--- config.mk ---
export PLATFORM = sky130hd
export DESIGN_NAME = cic_rate_change_filter
export DESIGN_NICKNAME = d
export VERILOG_FILES = /design/src/hdl/cic_rate_change_filter_pkg.sv /design/src/hdl/cic_rate_change_filter.sv
export VERILOG_INCLUDE_DIRS = /design/src /design/src/hdl
export SDC_FILE = /design/constraint.sdc
export NUM_CORES = 1
export LEC_CHECK = 0
export ABC_AREA = 0
export CORE_ASPECT_RATIO = 1.2
export CORE_MARGIN = 4
export CORE_UTILIZATION = 25
export CTS_BUF_LIST = sky130_fd_sc_hd__clkbuf_2 sky130_fd_sc_hd__clkbuf_4 sky130_fd_sc_hd__clkbuf_8
export CTS_CLUSTER_SIZE = 20
export DETAILED_ROUTE_END_ITERATION = 8
export DONT_BUFFER_PORTS = 1
export PLACE_DENSITY = 0.36
export SYNTH_ARGS = -nofsm -noshare
export SYNTH_HDL_FRONTEND = slang
export SYNTH_SLANG_ARGS = --single-unit
--- constraint.sdc ---
create_clock -name clock -period 26.1 [get_ports clock]
set_input_delay 6.525 -clock clock [delete_from_list [all_inputs] [get_ports clock]]
set_output_delay 6.525 -clock clock [all_outputs]
set_load 0.03 [all_outputs]
--- src/hdl/cic_rate_change_filter_consts.svh ---
// Purpose: Constants for the CIC rate change filter
// Assumes: Included by the package and the filter module
// Notes:   Defaults, range limits and type codes; the top module parameters override the defaults
`ifndef CIC_RATE_CHANGE_FILTER_CONSTS_SVH
`define CIC_RATE_CHANGE_FILTER_CONSTS_SVH
`define CIC_IN_WIDTH_DEF     16
`define CIC_IN_WIDTH_MIN     1
`define CIC_IN_WIDTH_MAX     128
`define CIC_IN_BINPT_DEF     0
`define CIC_RATE_DEF         8
`define CIC_RATE_MIN         8
`define CIC_RATE_MAX         16384
`define CIC_STAGES_DEF       3
`define CIC_STAGES_MIN       1
`define CIC_STAGES_MAX       32
`define CIC_DIFF_DELAY_DEF   1
`define CIC_DIFF_DELAY_MIN   1
`define CIC_DIFF_DELAY_MAX   4
`define CIC_PIPE_COMB_DEF    1
`define CIC_TYPE_DECIMATE    1'b0
`define CIC_TYPE_INTERPOLATE 1'b1
`endif

--- src/hdl/cic_rate_change_filter_pkg.sv ---
// Purpose: Types for the CIC rate change filter
// Assumes: Constants come from the consts header
// Notes:   Filter type selects the structure at build time
`include "cic_rate_change_filter_consts.svh"
package cic_rate_change_filter_pkg;
  typedef enum logic [0:0] {
    filt_decimate    = `CIC_TYPE_DECIMATE,
    filt_interpolate = `CIC_TYPE_INTERPOLATE
  } filter_type_t;
endpackage

--- src/hdl/cic_rate_change_filter.sv ---
// Purpose: Cascaded integrator-comb decimator or interpolator
// Assumes: One clock; input valid strobe marks each input sample
// Notes:   Output width carries full growth; binary point stays at IN_BINPT
`include "cic_rate_change_filter_consts.svh"
module cic_rate_change_filter
  import cic_rate_change_filter_pkg::*;
#(
  parameter int           IN_WIDTH   = `CIC_IN_WIDTH_DEF,
  parameter int           IN_BINPT   = `CIC_IN_BINPT_DEF,
  parameter int           RATE       = `CIC_RATE_DEF,
  parameter int           STAGES     = `CIC_STAGES_DEF,
  parameter int           DIFF_DELAY = `CIC_DIFF_DELAY_DEF,
  parameter bit           PIPE_COMB  = `CIC_PIPE_COMB_DEF,
  parameter filter_type_t FILT_TYPE  = filt_decimate,
  // Full-precision width, input plus growth
  parameter int           ACC_WIDTH  =
    IN_WIDTH + STAGES * $clog2(RATE * DIFF_DELAY)
) (
  // Clock and reset
  input  wire logic                        clock,
  input  wire logic                        rst,
  // Sample input
  input  wire logic signed [IN_WIDTH-1:0]  sample_input,
  input  wire logic                        sample_valid,
  // Filtered output
  output logic signed [ACC_WIDTH-1:0]      filtered_output,
  output logic                             filtered_valid
);

  // ----------------------------------------------------------------
  // Build-time checks
  // ----------------------------------------------------------------
  localparam int DLY = (FILT_TYPE == filt_decimate) ? DIFF_DELAY
                                                   : DIFF_DELAY;
  localparam int CW  = $clog2(RATE);

  if (IN_WIDTH < `CIC_IN_WIDTH_MIN || IN_WIDTH > `CIC_IN_WIDTH_MAX)
    $error("Input width out of range");
  if (RATE < `CIC_RATE_MIN || RATE > `CIC_RATE_MAX)
    $error("Rate change factor out of range");
  if (STAGES < `CIC_STAGES_MIN || STAGES > `CIC_STAGES_MAX)
    $error("Stage count out of range");
  if (DIFF_DELAY < `CIC_DIFF_DELAY_MIN || DIFF_DELAY > `CIC_DIFF_DELAY_MAX)
    $error("Differential delay out of range");
  if (IN_BINPT < 0 || IN_BINPT > IN_WIDTH)
    $error("Binary point out of range");

  // ----------------------------------------------------------------
  // Rate counter
  // ----------------------------------------------------------------
  logic [CW-1:0] phase_ff;
  logic          busy_ff;     // Interpolator emitting a burst
  wire logic     phase_last = (phase_ff == CW'(RATE - 1));
  wire logic     dec_step   = sample_valid;
  wire logic     int_step   = busy_ff;
  wire logic     step       = (FILT_TYPE == filt_decimate) ? dec_step
                                                          : int_step;
  wire logic [CW-1:0] nxt_phase = phase_last ? '0 : phase_ff + 1'b1;

  always_ff @(posedge clock or posedge rst) begin
    if (rst) begin
      phase_ff <= '0;
      busy_ff  <= 1'b0;
    end else begin
      if (FILT_TYPE == filt_interpolate && sample_valid)
        busy_ff <= 1'b1;
      else if (step && phase_last)
        busy_ff <= 1'b0;
      if (FILT_TYPE == filt_interpolate && sample_valid)
        phase_ff <= '0;
      else if (step)
        phase_ff <= nxt_phase;
    end
  end

  // ----------------------------------------------------------------
  // Integrator and comb chains
  // ----------------------------------------------------------------
  logic signed [ACC_WIDTH-1:0] integ_ff [STAGES];
  logic signed [ACC_WIDTH-1:0] comb_in  [STAGES+1];
  logic                        comb_vld [STAGES+1];
  logic signed [ACC_WIDTH-1:0] integ_in;
  logic signed [ACC_WIDTH-1:0] down_ff;
  logic                        down_vld_ff;

  // Decimator: input feeds integrators; interpolator: input feeds combs, zero-stuffed into integrators
  wire logic signed [ACC_WIDTH-1:0] ext_in = ACC_WIDTH'(sample_input);
  wire logic signed [ACC_WIDTH-1:0] comb_last = comb_in[STAGES];
  logic signed [ACC_WIDTH-1:0] up_hold_ff;
  // Zero-stuffing: comb result on phase 0, zeros otherwise
  wire logic signed [ACC_WIDTH-1:0] up_sample =
    (phase_ff == '0) ? up_hold_ff : '0;

  assign integ_in   = (FILT_TYPE == filt_decimate) ? ext_in : up_sample;
  assign comb_in[0] = (FILT_TYPE == filt_decimate) ? down_ff : ext_in;
  assign comb_vld[0] = (FILT_TYPE == filt_decimate) ? down_vld_ff
                                                   : sample_valid;

  // Integrator runs at the high rate
  genvar i;
  for (i = 0; i < STAGES; i++) begin : g_integ
    wire logic signed [ACC_WIDTH-1:0] src =
      (i == 0) ? integ_in : integ_ff[(i == 0) ? 0 : i-1];
    always_ff @(posedge clock or posedge rst) begin
      if (rst)
        integ_ff[i] <= '0;
      else if (step)
        integ_ff[i] <= integ_ff[i] + src;
    end
  end

  // Down-sampler keeps one of every R last-integrator outputs
  always_ff @(posedge clock or posedge rst) begin
    if (rst) begin
      down_ff     <= '0;
      down_vld_ff <= 1'b0;
    end else begin
      down_vld_ff <= dec_step && phase_last;
      if (dec_step && phase_last)
        down_ff <= integ_ff[STAGES-1];
    end
  end

  // Combs run at the low rate; delay R*M high-rate samples is M low-rate
  for (i = 0; i < STAGES; i++) begin : g_comb
    logic signed [ACC_WIDTH-1:0] dly_ff [DLY];
    logic signed [ACC_WIDTH-1:0] res_ff;
    logic                        vld_ff;
    wire logic signed [ACC_WIDTH-1:0] diff = comb_in[i] - dly_ff[DLY-1];
    always_ff @(posedge clock or posedge rst) begin
      if (rst) begin
        for (int k = 0; k < DLY; k++)
          dly_ff[k] <= '0;
        res_ff <= '0;
        vld_ff <= 1'b0;
      end else begin
        vld_ff <= comb_vld[i];
        if (comb_vld[i]) begin
          dly_ff[0] <= comb_in[i];
          for (int k = 1; k < DLY; k++)
            dly_ff[k] <= dly_ff[k-1];
          res_ff <= diff;
        end
      end
    end
    // Pipelined or combinational comb output
    assign comb_in[i+1]  = PIPE_COMB ? res_ff : diff;
    assign comb_vld[i+1] = PIPE_COMB ? vld_ff : comb_vld[i];
  end

  // ----------------------------------------------------------------
  // Output registers
  // ----------------------------------------------------------------
  always_ff @(posedge clock or posedge rst) begin
    if (rst) begin
      up_hold_ff      <= '0;
      filtered_output <= '0;
      filtered_valid  <= 1'b0;
    end else begin
      if (comb_vld[STAGES])
        up_hold_ff <= comb_last;
      if (FILT_TYPE == filt_decimate) begin
        filtered_valid <= comb_vld[STAGES];
        if (comb_vld[STAGES])
          filtered_output <= comb_last;
      end else begin
        filtered_valid <= step;
        if (step)
          filtered_output <= integ_ff[STAGES-1];
      end
    end
  end

  // ----------------------------------------------------------------
  // Assertions
  // ----------------------------------------------------------------
  logic valid_prev_ff;
  always_ff @(posedge clock or posedge rst) begin
    if (rst) valid_prev_ff <= 1'b0;
    else     valid_prev_ff <= sample_valid;
  end

  AST_DOWN_STROBE: assert property (@(posedge clock)
    disable iff (rst)
    (FILT_TYPE == filt_decimate && sample_valid && phase_last)
      |=> down_vld_ff)
    else $error("Down-sampler missed its strobe");
  AST_DOWN_ONLY: assert property (@(posedge clock)
    disable iff (rst)
    down_vld_ff |-> $past(phase_last) && $past(dec_step))
    else $error("Down-sampler fired off phase");
  AST_INTEG_SUM: assert property (@(posedge clock)
    disable iff (rst)
    step |=> integ_ff[0] == $past(integ_ff[0]) + $past(integ_in))
    else $error("Integrator sum wrong");
  AST_INTEG_HOLD: assert property (@(posedge clock)
    disable iff (rst)
    !step |=> $stable(integ_ff[0]))
    else $error("Integrator moved without a step");
  AST_COMB_FIRST: assert property (@(posedge clock)
    disable iff (rst)
    comb_vld[0] |=> g_comb[0].dly_ff[0] == $past(comb_in[0]))
    else $error("Comb delay line not loaded");
  AST_ZERO_STUFF: assert property (@(posedge clock)
    disable iff (rst)
    (FILT_TYPE == filt_interpolate && phase_ff != '0) |-> integ_in == '0)
    else $error("Nonzero sample stuffed");
  AST_PHASE_RANGE: assert property (@(posedge clock)
    disable iff (rst)
    phase_ff <= CW'(RATE - 1))
    else $error("Phase counter past rate");
  AST_OUT_VALID: assert property (@(posedge clock)
    disable iff (rst)
    (FILT_TYPE == filt_decimate && comb_vld[STAGES]) |=> filtered_valid)
    else $error("Output valid missing");

  COV_DOWN: cover property (@(posedge clock) disable iff (rst) down_vld_ff);
  COV_OUT: cover property (@(posedge clock) disable iff (rst)
    filtered_valid);
  COV_BACK: cover property (@(posedge clock) disable iff (rst)
    valid_prev_ff && sample_valid);
  COV_BURST: cover property (@(posedge clock) disable iff (rst)
    busy_ff && phase_last);

endmodule

== After elaboration in Yosys (flattened, before gate mapping) ==
Cells that the tools add are included.
Word-level totals
  output and inout bits: 26
  logic and storage cells: 27
  bits of input ports: 19
  register bits after elaboration: 283
Operators by class
  add/subtract/negate cells: 7
  muxes and demuxes: 1
  eq/ne operators: 1
  reductions and logical operators: 1
Operator list (count)
  subtractor 25 bit: 3
  adder 25 bit: 2
  adder 25 x 16 -> 25 bit: 1
  adder 3 x 1 -> 3 bit, second input constant: 1
  equality test 3 bit, second input constant: 1
  two-way mux 3 bit: 1
  logical AND 1 bit: 1

== Logic depth before layout (Yosys ltp) ==
Gate-level depths: netlist of the first run.
  depth in word-level cells: 2
  mapped depth: 12

== Least setup slack after synthesis of the first run ==
Ideal clock, no wire load.
  path type: input port to flip-flop
  start point: input port sample_input[0]
  end point: register integ_ff (netlist bit g_integ[1].src[24])
  library setup time: 0.079 ns
  arrival: 8.990 ns
  stages on the path: 11
  buffers on the path: 0
  slack: 17.031 ns
  required time: 26.021 ns
  cell sequence: ha_1 -> fa_1 -> a211oi_1 -> o21a_1 -> a211o_1 -> a21oi_1 -> o41ai_2 -> o211ai_1 -> o31ai_1 -> mux2i_1 -> xor2_1
On the way
  word-level cells in the longest chain between the ends: 1
Ends and longest elaborated chain
  from (decl): RTL line cic_rate_change_filter.sv:23  | input wire logic signed [IN_WIDTH-1:0] sample_input,
  adder 25 x 16 -> 25 bit: RTL line cic_rate_change_filter.sv:108  | integ_ff[i] <= integ_ff[i] + src;
  to (signal, indexed assignment): RTL line cic_rate_change_filter.sv:108
  to (decl): RTL line cic_rate_change_filter.sv:79  | logic signed [ACC_WIDTH-1:0] integ_ff [STAGES];
No other way between the ends.
A chain may end at the register's enable or synchronous reset.

== Worst setup path in the final report of the first run ==
Same ends and word-level chain as after synthesis.

==> results of run 1 <==
-- layer usage --
metal	wire, um	up-vias	global-route usage, %
met2	17000	129	17.6
met3	1240	79	2.12
met5	0	-	0
met1	16000	5458	11.8
met4	1000	0	3.22
li1	-	6095	-
-- final cells by class --
| type | instances | area [sq um] | share of cell area [%] |
|---|---|---|---|
| flip-flops and latches | 283 | 7090 | 36.7 |
| clock inverters | 10 | 111 | 0.577 |
| clock buffers | 84 | 1060 | 5.47 |
| multi-input cells | 1249 | 9460 | 49.0 |
| diodes | 1 | 2.50 | 0.0130 |
| inverters | 105 | 402 | 2.08 |
| repair buffers | 6 | 45.0 | 0.234 |
| well taps | 901 | 1130 | 5.84 |
-- registers in the layout, indices dropped and copies added, names as in the netlist, 25 cells and up --
signal	cells
down_ff	25
g_integ.src	50
integ_ff	25
g_comb.dly_ff	75
filtered_output	25
g_comb.res_ff	50
comb_last	25
-- cell families after synthesis --
| logic type | synth area share, % |
|---|---|
| compound gates | 17.3 |
| simple gates | 8.90 |
| flops | 41.4 |
| mux | 11.4 |
| buf+inv | 3.36 |
| fa+ha+maj | 11.4 |
| xor+xnor | 6.35 |
-- path summary, 6_finish.rpt --
kind / end / depth (start not counted) / slack [ns]
max reg2reg: g_integ[1].src[24] / 11 / 22.72
min reg2reg: g_integ[1].src[24] / 1 / 0.49
max in group asynchronous: down_vld_ff / 3 / 17.95
min: g_integ[1].src[24] / 1 / 0.49
max: g_integ[1].src[24] / 11 / 17.24
min in group asynchronous: g_comb[1].dly_ff[24] / 1 / 5.85
-- per-stage QoR --
| stage | utilization, % | instances |
|---|---|---|
| after floorplan | - | 1685 |
| after global placement | 26.9 | 2544 |
| after detailed placement | 26.9 | 2544 |
| after CTS | 28.6 | 2638 |
| after global routing | 28.6 | 2638 |
| final | 28.6 | 2639 |
-- placed cells by master (no fill, tap or decap), types with 26 or more instances in the layout --
cell / n
xnor2_1: 93
dfrtp_1: 280
a21oi_1: 133
ha_1: 146
o21ai_0: 130
nor2_1: 73
clkbuf_8: 68
o21a_1: 26
inv_1: 104
nand2_1: 128
a21o_1: 51
mux2_2: 169
xor2_1: 31
==> impl_metrics.toml, run 1 <==
[min_path]
hp-start = "g_integ[1].src[24]"
worstHoldPathType = "flop to flop"

[placement]
place.gp.congestion = 0.807
placed_area_sq_um = 18100
port_buffers = 0
hpwlAfterDp_um = 24900
preCtsSetupSlack_ns = 16.55

[run_status]
status = "complete, no violations"

[sta]
relSlewSlack_pct = 29.6
rsz0062_at_grt = "false"
clock.fmax_mhz = 113
setup_violations = 0
worst_pin_slew_ns = 1.06
period_share_pct = 34.0
hold_viol_final = 0
setup_ws_ns = 17.24
min_period_ns = 8.86
finClkSkew_ns = 0.0422
fin_hold_ws_ns = 0.494
tns_ns = 0
slew_violations = 0

[worst_setup_path]
crit_start = "sample_input[0]"
timing.rr.start = "g_integ[1].src[0]"
worstPathMaxFanout = 4
critPathCaptureType = "flop"
crit_required_ns = 26.66
cp.arrival_ns = 9.42
critical_path.max_stage_delay_ns = 0.44
slowest_stage = "o41ai_2"
path_cells = "ha_1 -> fa_1 -> a211oi_1 -> o21a_1 -> a211o_1 -> a21oi_1 -> o41ai_2 -> o211ai_1 -> o31ai_1 -> mux2i_1 -> xor2_1"
path_buf_inv = 0
path_class = "primary input to flop"
critical-path-top-delay-family = "compound AO/OA/AOI/OAI gates"
start_kind = "primary input"

[clocking]
cts.sinks = 283
post_cts_resized = 0
cts-hold-fix-buffers = 0
cts_made_buffers = 54
worst_skew_pair.late_latency_ns = 0.64
cts_max_level = 2
cts.clk_slew.worst_paths_ns = 0.06
clk_path_buf_depth = 3
tritoncts = "built"
root_buffer = "clkbuf_8"
post_cts_buffers = 0

[grt]
grt_pass1_vias = 12500
grt.overflow.total = 0
grt_max_degree = 108
grt_pass1_wl_um = 61100
antenna_found_initial = 0
grt_usage_pct = 9.89

[yosys]
synthCells = 1685
ys_top_cells_by_area = "dfrtp_1 41%, mux2_2 11%, ha_1 11%, xnor2_1 4.8%, a21oi_1 3.9%"
netlist_area_sq_um = 17100
synthArstFlopShare_pct = 100
ys_warn_count = 0
yosysTopAreaCellShare_pct = 41.4
synth.net_count = 1856
synth_seq_cells = 283
ys_seq_area_share_pct = 41.4
syn_avg_cell_area_sq_um = 10.2
ys_types = 67
synth_top_cell_by_area = "dfrtp_1"
synth_most_common_cell = "dfrtp_1"
synth_edf_count = 0
synth_top_cells_by_count = "283 x dfrtp_1, 169 x mux2_2, 146 x ha_1, 133 x a21oi_1, 130 x o21ai_0"
synth_ff_type = "dfrtp_1"

[finish]
nets = 1870
syn_to_final_growth_pct = 12.7
n_fill_cell = 7167
drive_above_1_share_pct = 16.6
design_area_sq_um = 19300

[route]
vias_per_cell = 4.46
drt_pass1_iterations = 4
drt_iter0_markers = 381
drt-total-wl_um = 35200
vias = 11800
ant_nets = 0
drc = 0
wl_per_cell_um = 13.3

[die]
dieArea_sq_um = 72700
start_util_pct = 25.4
num_rows = 104
core_area_sq_um = 67400
io_pins = 45
die_x_um = 247
fp.dieH_um = 295

[run]
maxCapViolations = 0
Power of run 1 is left out: the tool's default activity adds up to more than one toggle a clock period on the data nets, which glitch-free logic cannot reach.
==> inputs of run 2 (changes only) <==
==> constraint.sdc (replaced) <==
create_clock -name clock -period 9.3 [get_ports clock]
set_input_delay 2.325 -clock clock [delete_from_list [all_inputs] [get_ports clock]]
set_output_delay 2.325 -clock clock [all_outputs]
set_load 0.03 [all_outputs]
==> run 2 against run 1 <==
Via count rose by 0.25%. Wire length grew 0.19%. Critical path depth unchanged. Worst hold slack got worse by 0.020 ns. Sequential cell count stayed put. Sequential share of layout area increased by 0.13 points. Clock-buffer cell count is the same. Cell count is 0.11% lower. Setup slack lost 13 ns. Critical path type unchanged.
==> impl_metrics.toml, run 2 (synthesized netlist as in run 1, its figures left out) <==
[run_status]
status = "complete, no violations"

[route]
drt_pass1_iterations = 4
drc = 0
wl_per_cell_um = 13.4
drt-total-wl_um = 35300
vias = 11800
ant_nets = 0
drt_iter0_markers = 381
vias_per_cell = 4.47

[grt]
grt.overflow.total = 0
grt_usage_pct = 9.86
grtUsageMet2_pct = 17.2
antenna_found_initial = 0
grtUsageMet3_pct = 2.35
grt-busiest-layer = "met2"
grt_pass1_vias = 12300
grt_use_met1_pct = 11.8
grt_pass1_wl_um = 60800
grt_max_degree = 155

[clocking]
cts.clk_slew.worst_paths_ns = 0.06
clk_path_buf_depth = 3
worst_skew_pair.late_latency_ns = 0.64
cts_max_level = 2
post_cts_resized = 0
tritoncts = "built"
cts-hold-fix-buffers = 0
post_cts_buffers = 0
cts.sinks = 283
root_buffer = "clkbuf_8"
cts_made_buffers = 55

[sta]
hold_viol_final = 0
slew_violations = 0
clock.fmax_mhz = 214
setup_violations = 0
worst_pin_slew_ns = 1.04
finClkSkew_ns = 0.0399
min_period_ns = 4.67
relSlewSlack_pct = 30.8
period_share_pct = 50.3
rsz0062_at_grt = "false"
tns_ns = 0

[worst_setup_path]
crit_required_ns = 9.85
path_class = "primary input to flop"
timing.rr.start = "g_integ[1].src[0]"
crit_start = "sample_input[0]"
worstPathMaxFanout = 4
critPathCaptureType = "flop"
cp.arrival_ns = 5.23
start_kind = "primary input"

[finish]
n_fill_cell = 7150
syn_to_final_growth_pct = 12.3
seq_area_sq_um = 7090
mostFrequentLayoutCells = "280 x dfrtp_1, 169 x mux2_2, 146 x ha_1, 133 x a21oi_1, 130 x o21ai_0"
drive_above_1_share_pct = 16.5
final_common_cell = "dfrtp_1"
multi_input_area_sq_um = 9460
largest_reg_flops = 75
nets = 1871
top_register = "g_comb.dly_ff"

[placement]
hpwlAfterDp_um = 24900
port_buffers = 0
place.gp.congestion = 0.822

[min_path]
worstHoldPathType = "flop to flop"
hp-start = "down_ff[0]"

[run]
maxCapViolations = 0

[die]
dieArea_sq_um = 72700
io_pins = 45
fp.dieH_um = 295
start_util_pct = 25.4
die_x_um = 247
num_rows = 104
core_area_sq_um = 67400
-- run 2: final cells by class --
cell class              instances  share of cell area (%)
inverters                     105                    2.07
diodes                          1                  0.0130
well taps                     901                    5.86
flip-flops and latches        283                    36.9
multi-input cells            1249                    49.2
repair buffers                  6                   0.299
clock buffers                  84                    5.46
clock inverters                 7                   0.221
-- run 2: final timing paths --
path | to | slack (ns) | cells past startpoint
setup / recovery | g_integ[1].src[24] | 4.63 | 11
hold / removal | g_comb[0].dly_ff[0] | 0.47 | 1
setup reg to reg | g_integ[1].src[24] | 5.93 | 11
hold reg to reg | g_comb[0].dly_ff[0] | 0.47 | 1
max in group asynchronous | g_integ[1].src[9] | 6.00 | 3
min in group asynchronous | g_comb[0].dly_ff[0] | 1.47 | 1
-- run 2: worst max-delay path: stages --
cell	delay, ns
ha_1	0.22
fa_1	0.43
a211oi_1	0.28
o21a_1	0.27
a211o_1	0.19
a21oi_1	0.13
o41ai_2	0.45
o211ai_1	0.23
o31ai_1	0.28
mux2i_1	0.25
xor2_1	0.15
-- run 2: metrics by stage --
| stage | hold slack (ns) | util (%) | instances | setup WS, ns | cell area [sq um] |
|---|---|---|---|---|---|
| floorplan | 0.352 | - | 1685 | 3.23 | 17100 |
| global placement | 0.486 | 26.9 | 2544 | 3.95 | 18100 |
| detailed placement | 0.491 | 26.9 | 2544 | 3.93 | 18100 |
| CTS | 0.470 | 28.5 | 2635 | 4.63 | 19200 |
| global route | 0.484 | 28.5 | 2635 | 4.42 | 19200 |
| finish | 0.475 | 28.5 | 2636 | 4.63 | 19200 |
-- run 2: layer usage --
| metal | routed length [um] | vias up | share of wire, % |
|---|---|---|---|
| met5 | 0 | - | 0 |
| met3 | 1320 | 78 | 3.7 |
| li1 | - | 6088 | - |
| met1 | 15900 | 5479 | 45 |
| met4 | 1060 | 0 | 3.0 |
| met2 | 16900 | 145 | 48 |
Power of run 2 is left out for the same reason.
